<file path="src/aerc_pkg.sv">
package aerc_pkg;

  // Register indices (word addresses)
  localparam logic [1:0] REG_STATUS = 2'h0;
  localparam logic [1:0] REG_DATA = 2'h1;
  localparam logic [1:0] REG_MODE = 2'h2;

  // Mode register field positions
  localparam int MODE_OP_LSB = 13;
  localparam int MODE_UNIPOLAR = 12;
  localparam int MODE_REF_RANGE = 11;
  localparam int MODE_PORT_EN = 10;
  localparam int MODE_PORT4 = 9;
  localparam int MODE_PORT3 = 8;
  localparam int MODE_RANGE_LSB = 4;
  localparam int MODE_BURNOUT = 3;
  localparam int MODE_CHAN_LSB = 0;

  // Status register field positions
  localparam int STAT_READY = 7;
  localparam int STAT_SETTLED = 6;

  localparam logic [15:0] MODE_RESET = 16'h0000;
  localparam logic [15:0] MODE_WMASK = 16'hFF7F;
  localparam logic [2:0] RANGE_MAX = 3'h6;

  typedef enum logic [2:0] {
    AERC_OP_IDLE = 3'h0,
    AERC_OP_CONT = 3'h1,
    AERC_OP_SINGLE = 3'h2,
    AERC_OP_POWERDOWN = 3'h3,
    AERC_OP_CAL_INT_ZERO = 3'h4,
    AERC_OP_CAL_INT_FULL = 3'h5,
    AERC_OP_CAL_SYS_ZERO = 3'h6,
    AERC_OP_CAL_SYS_FULL = 3'h7
  } aerc_op_e;

  // Calibration lengths in filter output words
  localparam logic [5:0] CAL_WORDS_SHORT = 6'h16;
  localparam logic [5:0] CAL_WORDS_LONG = 6'h2C;

  localparam int ONES_RUN = 32;

endpackage : aerc_pkg

</file>
<file path="src/aerc_ones_detect.sv">
`timescale 1ns/1ps
module aerc_ones_detect
  import aerc_pkg::*;
#(
  parameter int RUN = ONES_RUN
) (
  input wire logic clk,
  input wire logic reset_n,
  input wire logic bit_valid,
  input wire logic bit_in,
  output logic hit
);

  logic [5:0] run_cnt;
  wire last_one = bit_valid && bit_in && (run_cnt == 6'(RUN - 1));

  // Count restarts after a hit so a long run of ones fires once per 32
  always_ff @(posedge clk or negedge reset_n) begin
    if (!reset_n) begin
      run_cnt <= 6'h00;
      hit <= 1'b0;
    end else begin
      hit <= last_one;
      if (bit_valid) begin
        run_cnt <= (bit_in && !last_one) ? run_cnt + 6'h01 : 6'h00;
      end
    end
  end

endmodule : aerc_ones_detect

</file>
<file path="src/aerc_control.sv">
// Added by the designer: the plain strobed port and the register offsets.
`timescale 1ns/1ps
module aerc_control
  import aerc_pkg::*;
#(
  parameter int DATA_W = 24,
  parameter int SETTLE_WORDS = 4
) (
  input wire logic clk,
  input wire logic reset_n,
  input wire logic reset_pin_n,
  input wire logic standby_n,
  input wire logic sync_n,
  input wire logic serial_bit_valid,
  input wire logic serial_bit,
  input wire logic [1:0] addr,
  input wire logic [15:0] wdata,
  input wire logic wr,
  input wire logic rd,
  output logic [DATA_W-1:0] rdata,
  input wire logic sample_valid,
  input wire logic [DATA_W-1:0] sample_raw,
  output logic ready_n,
  output logic filter_settled_flag,
  output logic filter_reset,
  output logic analog_power_down,
  output logic serial_reset,
  output logic [2:0] pos_pin_sel,
  output logic [2:0] neg_pin_sel,
  output logic pseudo_diff,
  output logic input_pin_three_out,
  output logic input_pin_three_oe,
  output logic input_pin_four_out,
  output logic input_pin_four_oe,
  output logic unipolar,
  output logic [2:0] gain_stage,
  output logic reference_range_select,
  output logic burnout_enable,
  output logic [2:0] cal_kind,
  output logic cal_active
);

  // Pin pairs per channel code: low three bits positive pin, high three bits negative pin
  function automatic logic [5:0] chan_pins(input logic [2:0] code);
    case (code)
      3'h0: chan_pins = {3'h2, 3'h1};
      3'h1: chan_pins = {3'h4, 3'h3};
      3'h2: chan_pins = {3'h6, 3'h5};
      3'h3: chan_pins = {3'h6, 3'h1};
      3'h4: chan_pins = {3'h6, 3'h2};
      3'h5: chan_pins = {3'h6, 3'h3};
      3'h6: chan_pins = {3'h6, 3'h4};
      default: chan_pins = {3'h6, 3'h5};
    endcase
  endfunction : chan_pins

  // Raw words are two's complement; only the coding differs by polarity
  function automatic logic [DATA_W-1:0] code_word(input logic [DATA_W-1:0] raw,
                                                  input logic uni);
    if (uni) begin
      code_word = raw[DATA_W-1] ? '0 : {raw[DATA_W-2:0], raw[0]};
    end else begin
      code_word = {~raw[DATA_W-1], raw[DATA_W-2:0]};
    end
  endfunction : code_word

  logic [15:0] mode_reg;
  logic [DATA_W-1:0] data_reg;
  logic [3:0] settle_cnt;
  logic [5:0] cal_cnt;
  logic ones_hit;

  aerc_ones_detect #(
    .RUN(ONES_RUN)
  ) u_ones (
    .clk(clk),
    .reset_n(reset_n),
    .bit_valid(serial_bit_valid),
    .bit_in(serial_bit),
    .hit(ones_hit)
  );

  // Event decode
  wire pin_reset = !reset_pin_n;
  wire standby = !standby_n;
  wire sync_ev = !sync_n;
  wire mode_wr = wr && (addr == REG_MODE);
  wire data_rd = rd && (addr == REG_DATA);
  wire [2:0] wr_op = wdata[MODE_OP_LSB +: 3];
  wire [2:0] cur_op = mode_reg[MODE_OP_LSB +: 3];
  wire [2:0] wr_chan = wdata[MODE_CHAN_LSB +: 3];
  wire [2:0] cur_chan = mode_reg[MODE_CHAN_LSB +: 3];
  wire [2:0] wr_range = wdata[MODE_RANGE_LSB +: 3];
  wire wr_idle = mode_wr && (wr_op == AERC_OP_IDLE);
  wire wr_pd = mode_wr && (wr_op == AERC_OP_POWERDOWN);
  wire wr_run = mode_wr && !(wr_op == AERC_OP_IDLE) && !(wr_op == AERC_OP_POWERDOWN);
  wire chan_change = mode_wr && (wr_chan != cur_chan);
  wire filt_rst = pin_reset || standby || sync_ev || wr_idle || wr_pd || wr_run;
  wire flag_set = filt_rst || ones_hit || chan_change;
  wire in_cal = cur_op[2];
  wire [5:0] cal_len = (cur_op == AERC_OP_CAL_INT_FULL) ? CAL_WORDS_LONG : CAL_WORDS_SHORT;
  wire converting = (cur_op == AERC_OP_CONT) || (cur_op == AERC_OP_SINGLE);
  wire word_ok = sample_valid && !flag_set && !standby;
  wire settle_done = settle_cnt >= 4'(SETTLE_WORDS - 1);
  wire cal_end = word_ok && in_cal && (cal_cnt == cal_len - 6'h01);
  wire result_new = word_ok && converting && settle_done;
  // clamp to the seven legal ranges
  wire [2:0] range_in = (wr_range > RANGE_MAX) ? RANGE_MAX : wr_range;
  wire [15:0] mode_wval = {wdata[15:7] & MODE_WMASK[15:7], range_in, wdata[3:0]};
  wire [5:0] pins = chan_pins(mode_reg[MODE_CHAN_LSB +: 3]);
  wire [DATA_W-1:0] status_word = DATA_W'({ready_n, filter_settled_flag, 3'h0, cur_op});
  wire [DATA_W-1:0] mode_word = DATA_W'(mode_reg);
  wire [DATA_W-1:0] rd_mux = (addr == REG_STATUS) ? status_word :
                             (addr == REG_DATA) ? data_reg :
                             (addr == REG_MODE) ? mode_word : '0;

  // Mode register
  always_ff @(posedge clk or negedge reset_n) begin
    if (!reset_n) begin
      mode_reg <= MODE_RESET;
    end else if (pin_reset) begin
      mode_reg <= MODE_RESET;
    end else if (mode_wr) begin
      mode_reg <= mode_wval;
    end else if (cal_end) begin
      mode_reg[MODE_OP_LSB +: 3] <= AERC_OP_IDLE;
    end
  end

  // Result register; calibration words never reach it
  always_ff @(posedge clk or negedge reset_n) begin
    if (!reset_n) begin
      data_reg <= '0;
    end else if (pin_reset) begin
      data_reg <= '0;
    end else if (result_new) begin
      data_reg <= code_word(sample_raw, mode_reg[MODE_UNIPOLAR]);
    end
  end

  // Settling and calibration word counters
  always_ff @(posedge clk or negedge reset_n) begin
    if (!reset_n) begin
      settle_cnt <= 4'h0;
      cal_cnt <= 6'h00;
    end else if (flag_set) begin
      settle_cnt <= 4'h0;
      cal_cnt <= 6'h00;
    end else if (word_ok) begin
      if (!settle_done) begin
        settle_cnt <= settle_cnt + 4'h1;
      end
      cal_cnt <= in_cal ? cal_cnt + 6'h01 : 6'h00;
    end
  end

  // Ready and settled flags; setting always wins over clearing
  always_ff @(posedge clk or negedge reset_n) begin
    if (!reset_n) begin
      ready_n <= 1'b1;
      filter_settled_flag <= 1'b1;
    end else begin
      // ready raised on any flag event
      if (flag_set || data_rd) begin
        ready_n <= 1'b1;
      end else if (result_new || cal_end) begin
        ready_n <= 1'b0;
      end
      if (flag_set) begin
        filter_settled_flag <= 1'b1;
      end else if (word_ok && settle_done) begin
        filter_settled_flag <= 1'b0;
      end
    end
  end

  // Pulses and power state
  always_ff @(posedge clk or negedge reset_n) begin
    if (!reset_n) begin
      filter_reset <= 1'b1;
      analog_power_down <= 1'b1;
      serial_reset <= 1'b1;
      rdata <= '0;
    end else begin
      filter_reset <= filt_rst;
      // analog down only for standby or mode 011
      // Reset pin wins over a same-cycle mode 011 write, which is lost anyway
      analog_power_down <= standby || (!pin_reset && (wr_pd ||
                           (!mode_wr && (cur_op == AERC_OP_POWERDOWN))));
      serial_reset <= pin_reset || ones_hit;
      rdata <= rd ? rd_mux : '0;
    end
  end

  // Configuration outputs
  always_ff @(posedge clk or negedge reset_n) begin
    if (!reset_n) begin
      pos_pin_sel <= 3'h1;
      neg_pin_sel <= 3'h2;
      pseudo_diff <= 1'b0;
      input_pin_three_out <= 1'b0;
      input_pin_three_oe <= 1'b0;
      input_pin_four_out <= 1'b0;
      input_pin_four_oe <= 1'b0;
      unipolar <= 1'b0;
      gain_stage <= 3'h0;
      reference_range_select <= 1'b0;
      burnout_enable <= 1'b0;
      cal_kind <= 3'h0;
      cal_active <= 1'b0;
    end else begin
      pos_pin_sel <= pins[2:0];
      neg_pin_sel <= pins[5:3];
      pseudo_diff <= cur_chan > 3'h2;
      // digital port on pins three and four
      input_pin_three_out <= mode_reg[MODE_PORT3];
      input_pin_three_oe <= mode_reg[MODE_PORT_EN];
      input_pin_four_out <= mode_reg[MODE_PORT4];
      input_pin_four_oe <= mode_reg[MODE_PORT_EN];
      // polarity feeds coding and calibration points
      unipolar <= mode_reg[MODE_UNIPOLAR];
      gain_stage <= mode_reg[MODE_RANGE_LSB +: 3];
      reference_range_select <= mode_reg[MODE_REF_RANGE];
      burnout_enable <= mode_reg[MODE_BURNOUT];
      cal_kind <= cur_op;
      cal_active <= in_cal && !cal_end && !standby;
    end
  end

endmodule : aerc_control

</file>
<file path="config.mk">
export PLATFORM = sky130hd
export DESIGN_NAME = aerc_control
export DESIGN_NICKNAME = d
export VERILOG_FILES = /design/src/aerc_pkg.sv /design/src/aerc_ones_detect.sv /design/src/aerc_control.sv
export SDC_FILE = /design/constraint.sdc
export NUM_CORES = 1
export LEC_CHECK = 0
export BUFFER_PORTS_ARGS = -buffer_cell sky130_fd_sc_hd__buf_4
export CAP_MARGIN = 15
export CORE_MARGIN = 2
export CORE_UTILIZATION = 43
export DETAILED_ROUTE_END_ITERATION = 8
export PLACE_DENSITY = 0.66
export SLEW_MARGIN = 20
export SYNTH_ARGS = -nofsm -noshare
export SYNTH_HDL_FRONTEND = slang
export SYNTH_SLANG_ARGS = --single-unit
export TNS_END_PERCENT = 20
</file>
<file path="constraint.sdc">
create_clock -name clk -period 2.5 [get_ports clk]
set_clock_uncertainty 0.1 [all_clocks]
set_input_delay 0.5 -clock clk [delete_from_list [all_inputs] [get_ports clk]]
set_output_delay 0.5 -clock clk [all_outputs]
set_load 0.005 [all_outputs]
</file>
==> out/qor.txt, run 1 <==
worst min path class = in2async
DR DRC count = 0
routability cong. = 0.752
postcts setup bufs = 0
Total GRT Usage = 18.5%
critical path launch point type = flop
critical path, cell by cell = nand3b_1 > or4_1 > a211o_1 > a32o_1
Seq pwr share = 57.7%
Compound-Gate Fraction of Synth Area = 11.3%
Worst path top cell family by delay = simple AND/OR/NAND/NOR gates
Core Rows = 37
Worst EP required = 2.65 ns
Port Buffers = 99
Overflow after GRT = 0
xor/xnor share of the synthesized area = 1.18%
Horiz. Die Dim = 106 µm
PD cells = 553 mW/mm²
reg2reg setup slack = 0.44 ns
simple-gate portion of the synthesized area = 17.2%
Critical-path top delay cell = or4_1
n_diodes = 0
initial antenna violation count = 0
routed vias = 3,270
Placed Area = 0.00532 mm²
EDFF count, synth = 0
die height = 106 µm
Leakage = 2.79 nW
largest net degree at the start of global routing = 48
area grow syn2layout = 23.8%
Synth Flop Type = dfrtp_1
clock root cell = clkbuf_8
Synth warnings = 0
fin crit share = 82.4%
H-tree Lvls = 3
# IOs = 102
worst-path fanout max = 7
Final Setup Violations = 0
global-route wire length before repair = 16,100 µm
CP Buf/Inv Count = 0
WP depth = 4
Post-Synthesis Mean Instance Area = 10.9 µm²
post-synth cell types = 39
Seq cells post-synth = 104
Internal = 0.00225 W
Reg2Reg Capture Point = mode_reg[14]
area of the multi-input gates = 0.00168 mm²
CP Capture Type = flop
critical path class = reg2reg
Final Hold Fails = 0
DR pass1 iterations = 4
post-detailed-route via-to-cell ratio = 5.10
Async SR Flop Fraction = 100%
post-cts sizing count = 0
DPL Wire Length = 6940 µm
Core Box Area = 0.0102 mm²
Slew @ Worst Pin = 0.604 ns
Final ANT Viol Nets = 0
Sw Pwr = 0.000795 W
clock network fraction of total power = 32.7%
largest family of logic cells by synthesized area = simple AND/OR/NAND/NOR gates
CTS tree = yes
CTS buffer count = 9
maximum clock frequency = 0.485 GHz
nets@finish = 555
Clock Tree Buf Depth = 2
Seq. cell area = 0.00261 mm²
Slew Limit Fails = 0
clock net sink count = 104
max_cap viols = 0
critical path arrival = 2.21 ns
FILL cells = 906
status = complete, no violations
Worst slew margin = 59.7%
initial core utilization = 43.6%
Total Wirelength = 10,000 µm
wire length per cell = 15.7 µm
Final min period = 2.06 ns
register area share after synthesis = 58.8%
share of cells above drive strength 1 = 26.9%
mux share of post-synthesis cell area = 7.21%
setup_tns = 0 ns
Synth Net Count = 461
worst stage delay on the critical path = 0.53 ns
Post-Synth Adder-Cell Area = 0.845%
Peak VDD IR = 0.255 mV
final instance area = 0.00550 mm²
Hold Buf Count CTS = 0
CTS clk-pin slew, worst paths = 0.11 ns
post-synthesis cell count = 406
combinational fraction of design power = 9.5%
die area = 0.0112 mm²
worst skew pair latency = 0.37 ns
Cell Area, Synth = 0.00444 mm²
vias in the first global route = 3,216
R2R cell count = 4
FF-to-FF Start = mode_reg[14]
RSZ-0062 raised after global routing = no
Iteration-0 DRC Markers = 129
Net Sw Frac = 26.1%
==> Yosys cell counts, drive strengths merged (7+ instances only) <==
master / instances / area share [%]
dfrtp: 97 / 55
nand2: 74 / 6.3
a22oi: 33 / 5.6
mux2i: 32 / 7.2
clkbuf: 19 / 1.6
nor2: 17 / 1.4
a21boi: 14 / 2.4
nor2b: 13 / 1.8
and3: 12 / 1.7
o21ai: 11 / 1.2
buf: 9 / 1.6
and2: 8 / 1.1
dfstp: 7 / 4.1
nand3: 7 / 0.79
==> how the worst max path moves through the flow <==
stage	startpoint	to	slack, ns
3_3_place_gp	addr[1]	mode_reg[15]	0.43
5_1_grt	u_ones.run_cnt[0]	u_ones.run_cnt[3]	0.34
6_report	mode_reg[14]	mode_reg[14]	0.44
2_1_floorplan	addr[0]	mode_reg[13]	0.36
4_1_cts	u_ones.run_cnt[0]	u_ones.run_cnt[1]	0.45
3_5_place_dp	serial_bit_valid	u_ones.run_cnt[1]	0.40
==> final cells by class <==
type,instances,area share (%)
sequential,104,47.5
multi-input combinational,271,30.5
timing repair buffer,111,15.4
tap,136,3.09
clock buffer,9,2.25
clock inverter,7,1.09
inverter,3,0.205
==> metal layers <==
layer,GRT usage [%],routed length (µm),vias to the layer above
li1,-,-,1587
met1,25.8,4800,1592
met2,28.8,4570,81
met3,3.15,492,10
met4,7.61,169,0
met5,0,0,-
==> metrics by stage <==
| stage | utilization (%) | power [W] | hold slack, ns | worst slack [ns] | cells |
|---|---|---|---|---|---|
| 6_report | 54.0 | 0.00304 | 0.0282 | 0.439 | 641 |
| 5_1_grt | 54.0 | 0.00318 | 0.0725 | 0.336 | 641 |
| 4_1_cts | 54.0 | 0.00307 | 0.0434 | 0.448 | 641 |
| 3_5_place_dp | 52.2 | 0.00208 | 0.321 | 0.398 | 625 |
| 3_3_place_gp | 52.2 | 0.00207 | 0.317 | 0.427 | 625 |
| 2_1_floorplan | - | 0.00191 | 0.104 | 0.364 | 406 |
==> layout by cell type, fill, tap and decap left out, types with 6 or more instances in the layout <==
master      n
buf_4     110
dfrtp_1    97
nand2_1    74
a22oi_1    33
mux2i_1    32
nor2_1     17
a21boi_0   14
nor2b_1    13
and3_1     12
o21ai_0    11
clkbuf_8    9
and2_1      8
nand3_1     7
dfstp_2     7
a21oi_1     6
==> cells by family after synthesis <==
group | count (synthesis)
AND/OR/NAND/NOR | 158
flip-flops | 104
AO/OA/AOI/OAI | 71
multiplexers | 32
buffers and inverters | 31
XOR/XNOR | 6
adder cells (fa/ha/maj) | 3
other | 1
==> power by group through the flow <==
stage | clock network, W | registers, W | logic, W
3_5_place_dp | 0 | 0.00179 | 0.000293
6_report | 0.000995 | 0.00176 | 0.000290
4_1_cts | 0.00102 | 0.00176 | 0.000293
5_1_grt | 0.00109 | 0.00176 | 0.000324
2_1_floorplan | 0 | 0.00178 | 0.000128
3_3_place_gp | 0 | 0.00179 | 0.000285
No activity file was read; power rests on OpenSTA's default activity.
==> run 2: changes to the inputs <==
--- a/config.mk
+++ b/config.mk
@@ -10,7 +10,7 @@
 export CORE_MARGIN = 2
 export CORE_UTILIZATION = 43
 export DETAILED_ROUTE_END_ITERATION = 8
-export PLACE_DENSITY = 0.66
+export PLACE_DENSITY = 0.69
 export SLEW_MARGIN = 20
 export SYNTH_ARGS = -nofsm -noshare
 export SYNTH_HDL_FRONTEND = slang
==> constraint.sdc (replaced) <==
create_clock -name clk -period 1.89 [get_ports clk]
set_clock_uncertainty 0.1 [all_clocks]
set_input_delay 0.378 -clock clk [delete_from_list [all_inputs] [get_ports clk]]
set_output_delay 0.378 -clock clk [all_outputs]
set_load 0.005 [all_outputs]
==> out/qor.txt, run 2 (synthesis gave the netlist of run 1 again) <==
Worst path top cell family by delay = simple AND/OR/NAND/NOR gates
H-tree Lvls = 3
Final ANT Viol Nets = 0
max_cap viols = 0
Port Buffers = 99
overall power = 0.00401 W
vias in the first global route = 3,267
worst-path fanout max = 5
Iteration-0 DRC Markers = 165
WHS = 0.110 ns
nets@finish = 569
Total GRT Usage = 18.9%
worst min path class = in2reg
post-detailed-route via-to-cell ratio = 5.13
wire length per cell = 15.5 µm
largest net degree at the start of global routing = 50
Final Hold Fails = 0
Overflow after GRT = 0
Core Rows = 37
Worst EP required = 2.06 ns
initial antenna violation count = 0
CTS buffer count = 9
critical path, cell by cell = nand2_1 > or4_1 > a211o_1 > a32o_1
Post-Place Setup Slack = 0.0236 ns
routed vias = 3,359
critical path launch point type = flop
DR DRC count = 0
fin crit share = 93.6%
global-route wire length before repair = 16,600 µm
commonest non-fill, non-tap cells in the layout = buf_4, dfrtp_1, nand2_1, a22oi_1, mux2i_1
clock root cell = clkbuf_8
# IOs = 102
worst stage delay on the critical path = 0.50 ns
clock net sink count = 104
die area = 0.0112 mm²
Final min period = 1.77 ns
most common cell after layout, fill and taps aside = buf_4
CP Buf/Inv Count = 0
Final Setup Violations = 0
Leakage = 2.87 nW
n_diodes = 0
DR pass1 iterations = 4
critical path arrival = 1.93 ns
CP Capture Type = flop
Horiz. Die Dim = 106 µm
initial core utilization = 43.6%
Peak VDD IR = 0.329 mV
RSZ-0062 raised after global routing = no
Core Box Area = 0.0102 mm²
PD cells = 712 mW/mm²
Critical-path top delay cell = or4_1
area grow syn2layout = 26.8%
DPL Wire Length = 7250 µm
share of cells above drive strength 1 = 28.7%
maximum clock frequency = 0.565 GHz
die height = 106 µm
Final WS setup = 0.121 ns
Total Wirelength = 10,200 µm
worst skew pair latency = 0.37 ns
Clock Tree Buf Depth = 2
utilization after layout = 55.3%
CTS clk-pin slew, worst paths = 0.10 ns
FILL cells = 900
status = complete, no violations
CTS tree = yes
routability cong. = 0.817
critical path class = reg2reg
Slew Limit Fails = 0
==> run 2: repair_timing <==
action	CTS	global route
hold endpoints to repair	97	0
setup buffers	0	0
setup endpoints to repair	0	29
gates resized for setup	0	4
hold buffers	1	0
==> run 2: path summary, 6_finish.rpt <==
kind                              from                 to  slack [ns]  depth (start not counted)
setup / recovery            cal_cnt[5]       mode_reg[15]        0.12                          4
hold / removal               standby_n  analog_power_down        0.11                          2
setup reg to reg            cal_cnt[5]       mode_reg[15]        0.12                          4
hold reg to reg            mode_reg[5]      gain_stage[1]        0.34                          0
max in group asynchronous      reset_n       data_reg[10]        0.94                          3
min in group asynchronous      reset_n           rdata[7]        0.42                          3
==> run 2: worst reg2reg max path, cell delays in order (launching register included) <==
cell     delay (ns)
dfrtp_1        0.42
nand2_1        0.08
or4_1          0.50
a211o_1        0.34
a32o_1         0.22
==> run 2: layer usage <==
| metal | vias to the layer above | GRT usage [%] | wire (µm) |
|---|---|---|---|
| met3 | 17 | 3.53 | 527 |
| li1 | 1619 | - | - |
| met2 | 87 | 28.9 | 4820 |
| met5 | - | 0 | 0 |
| met4 | 0 | 8.27 | 201 |
| met1 | 1636 | 26.5 | 4620 |
==> run 2: cell type report <==
cell class / count / area [µm²] / area share, %
inverters: 3 / 11.3 / 0.200
flip-flops and latches: 104 / 2610 / 46.4
well taps: 136 / 170 / 3.02
clock buffers: 11 / 131 / 2.33
repair buffers: 125 / 978 / 17.4
clock inverters: 5 / 41.3 / 0.733
multi-input cells: 271 / 1690 / 30.0
==> run 2: through the flow <==
step                std cells  cell area [µm²]  TNS (ns)
floorplan                 406             4440    -0.361
global placement          638             5440         0
detailed placement        638             5440         0
CTS                       655             5620         0
global route              655             5630         0
finish                    655             5630         0
==> run 2: where the power goes <==
group / leakage (nW) / switching [W] / total, W / internal [W]
clock network: 0.0862 / 0.000783 / 0.00128 / 0.000498
registers: 1.42 / 0.0000388 / 0.00232 / 0.00228
logic: 1.36 / 0.000209 / 0.000408 / 0.000199
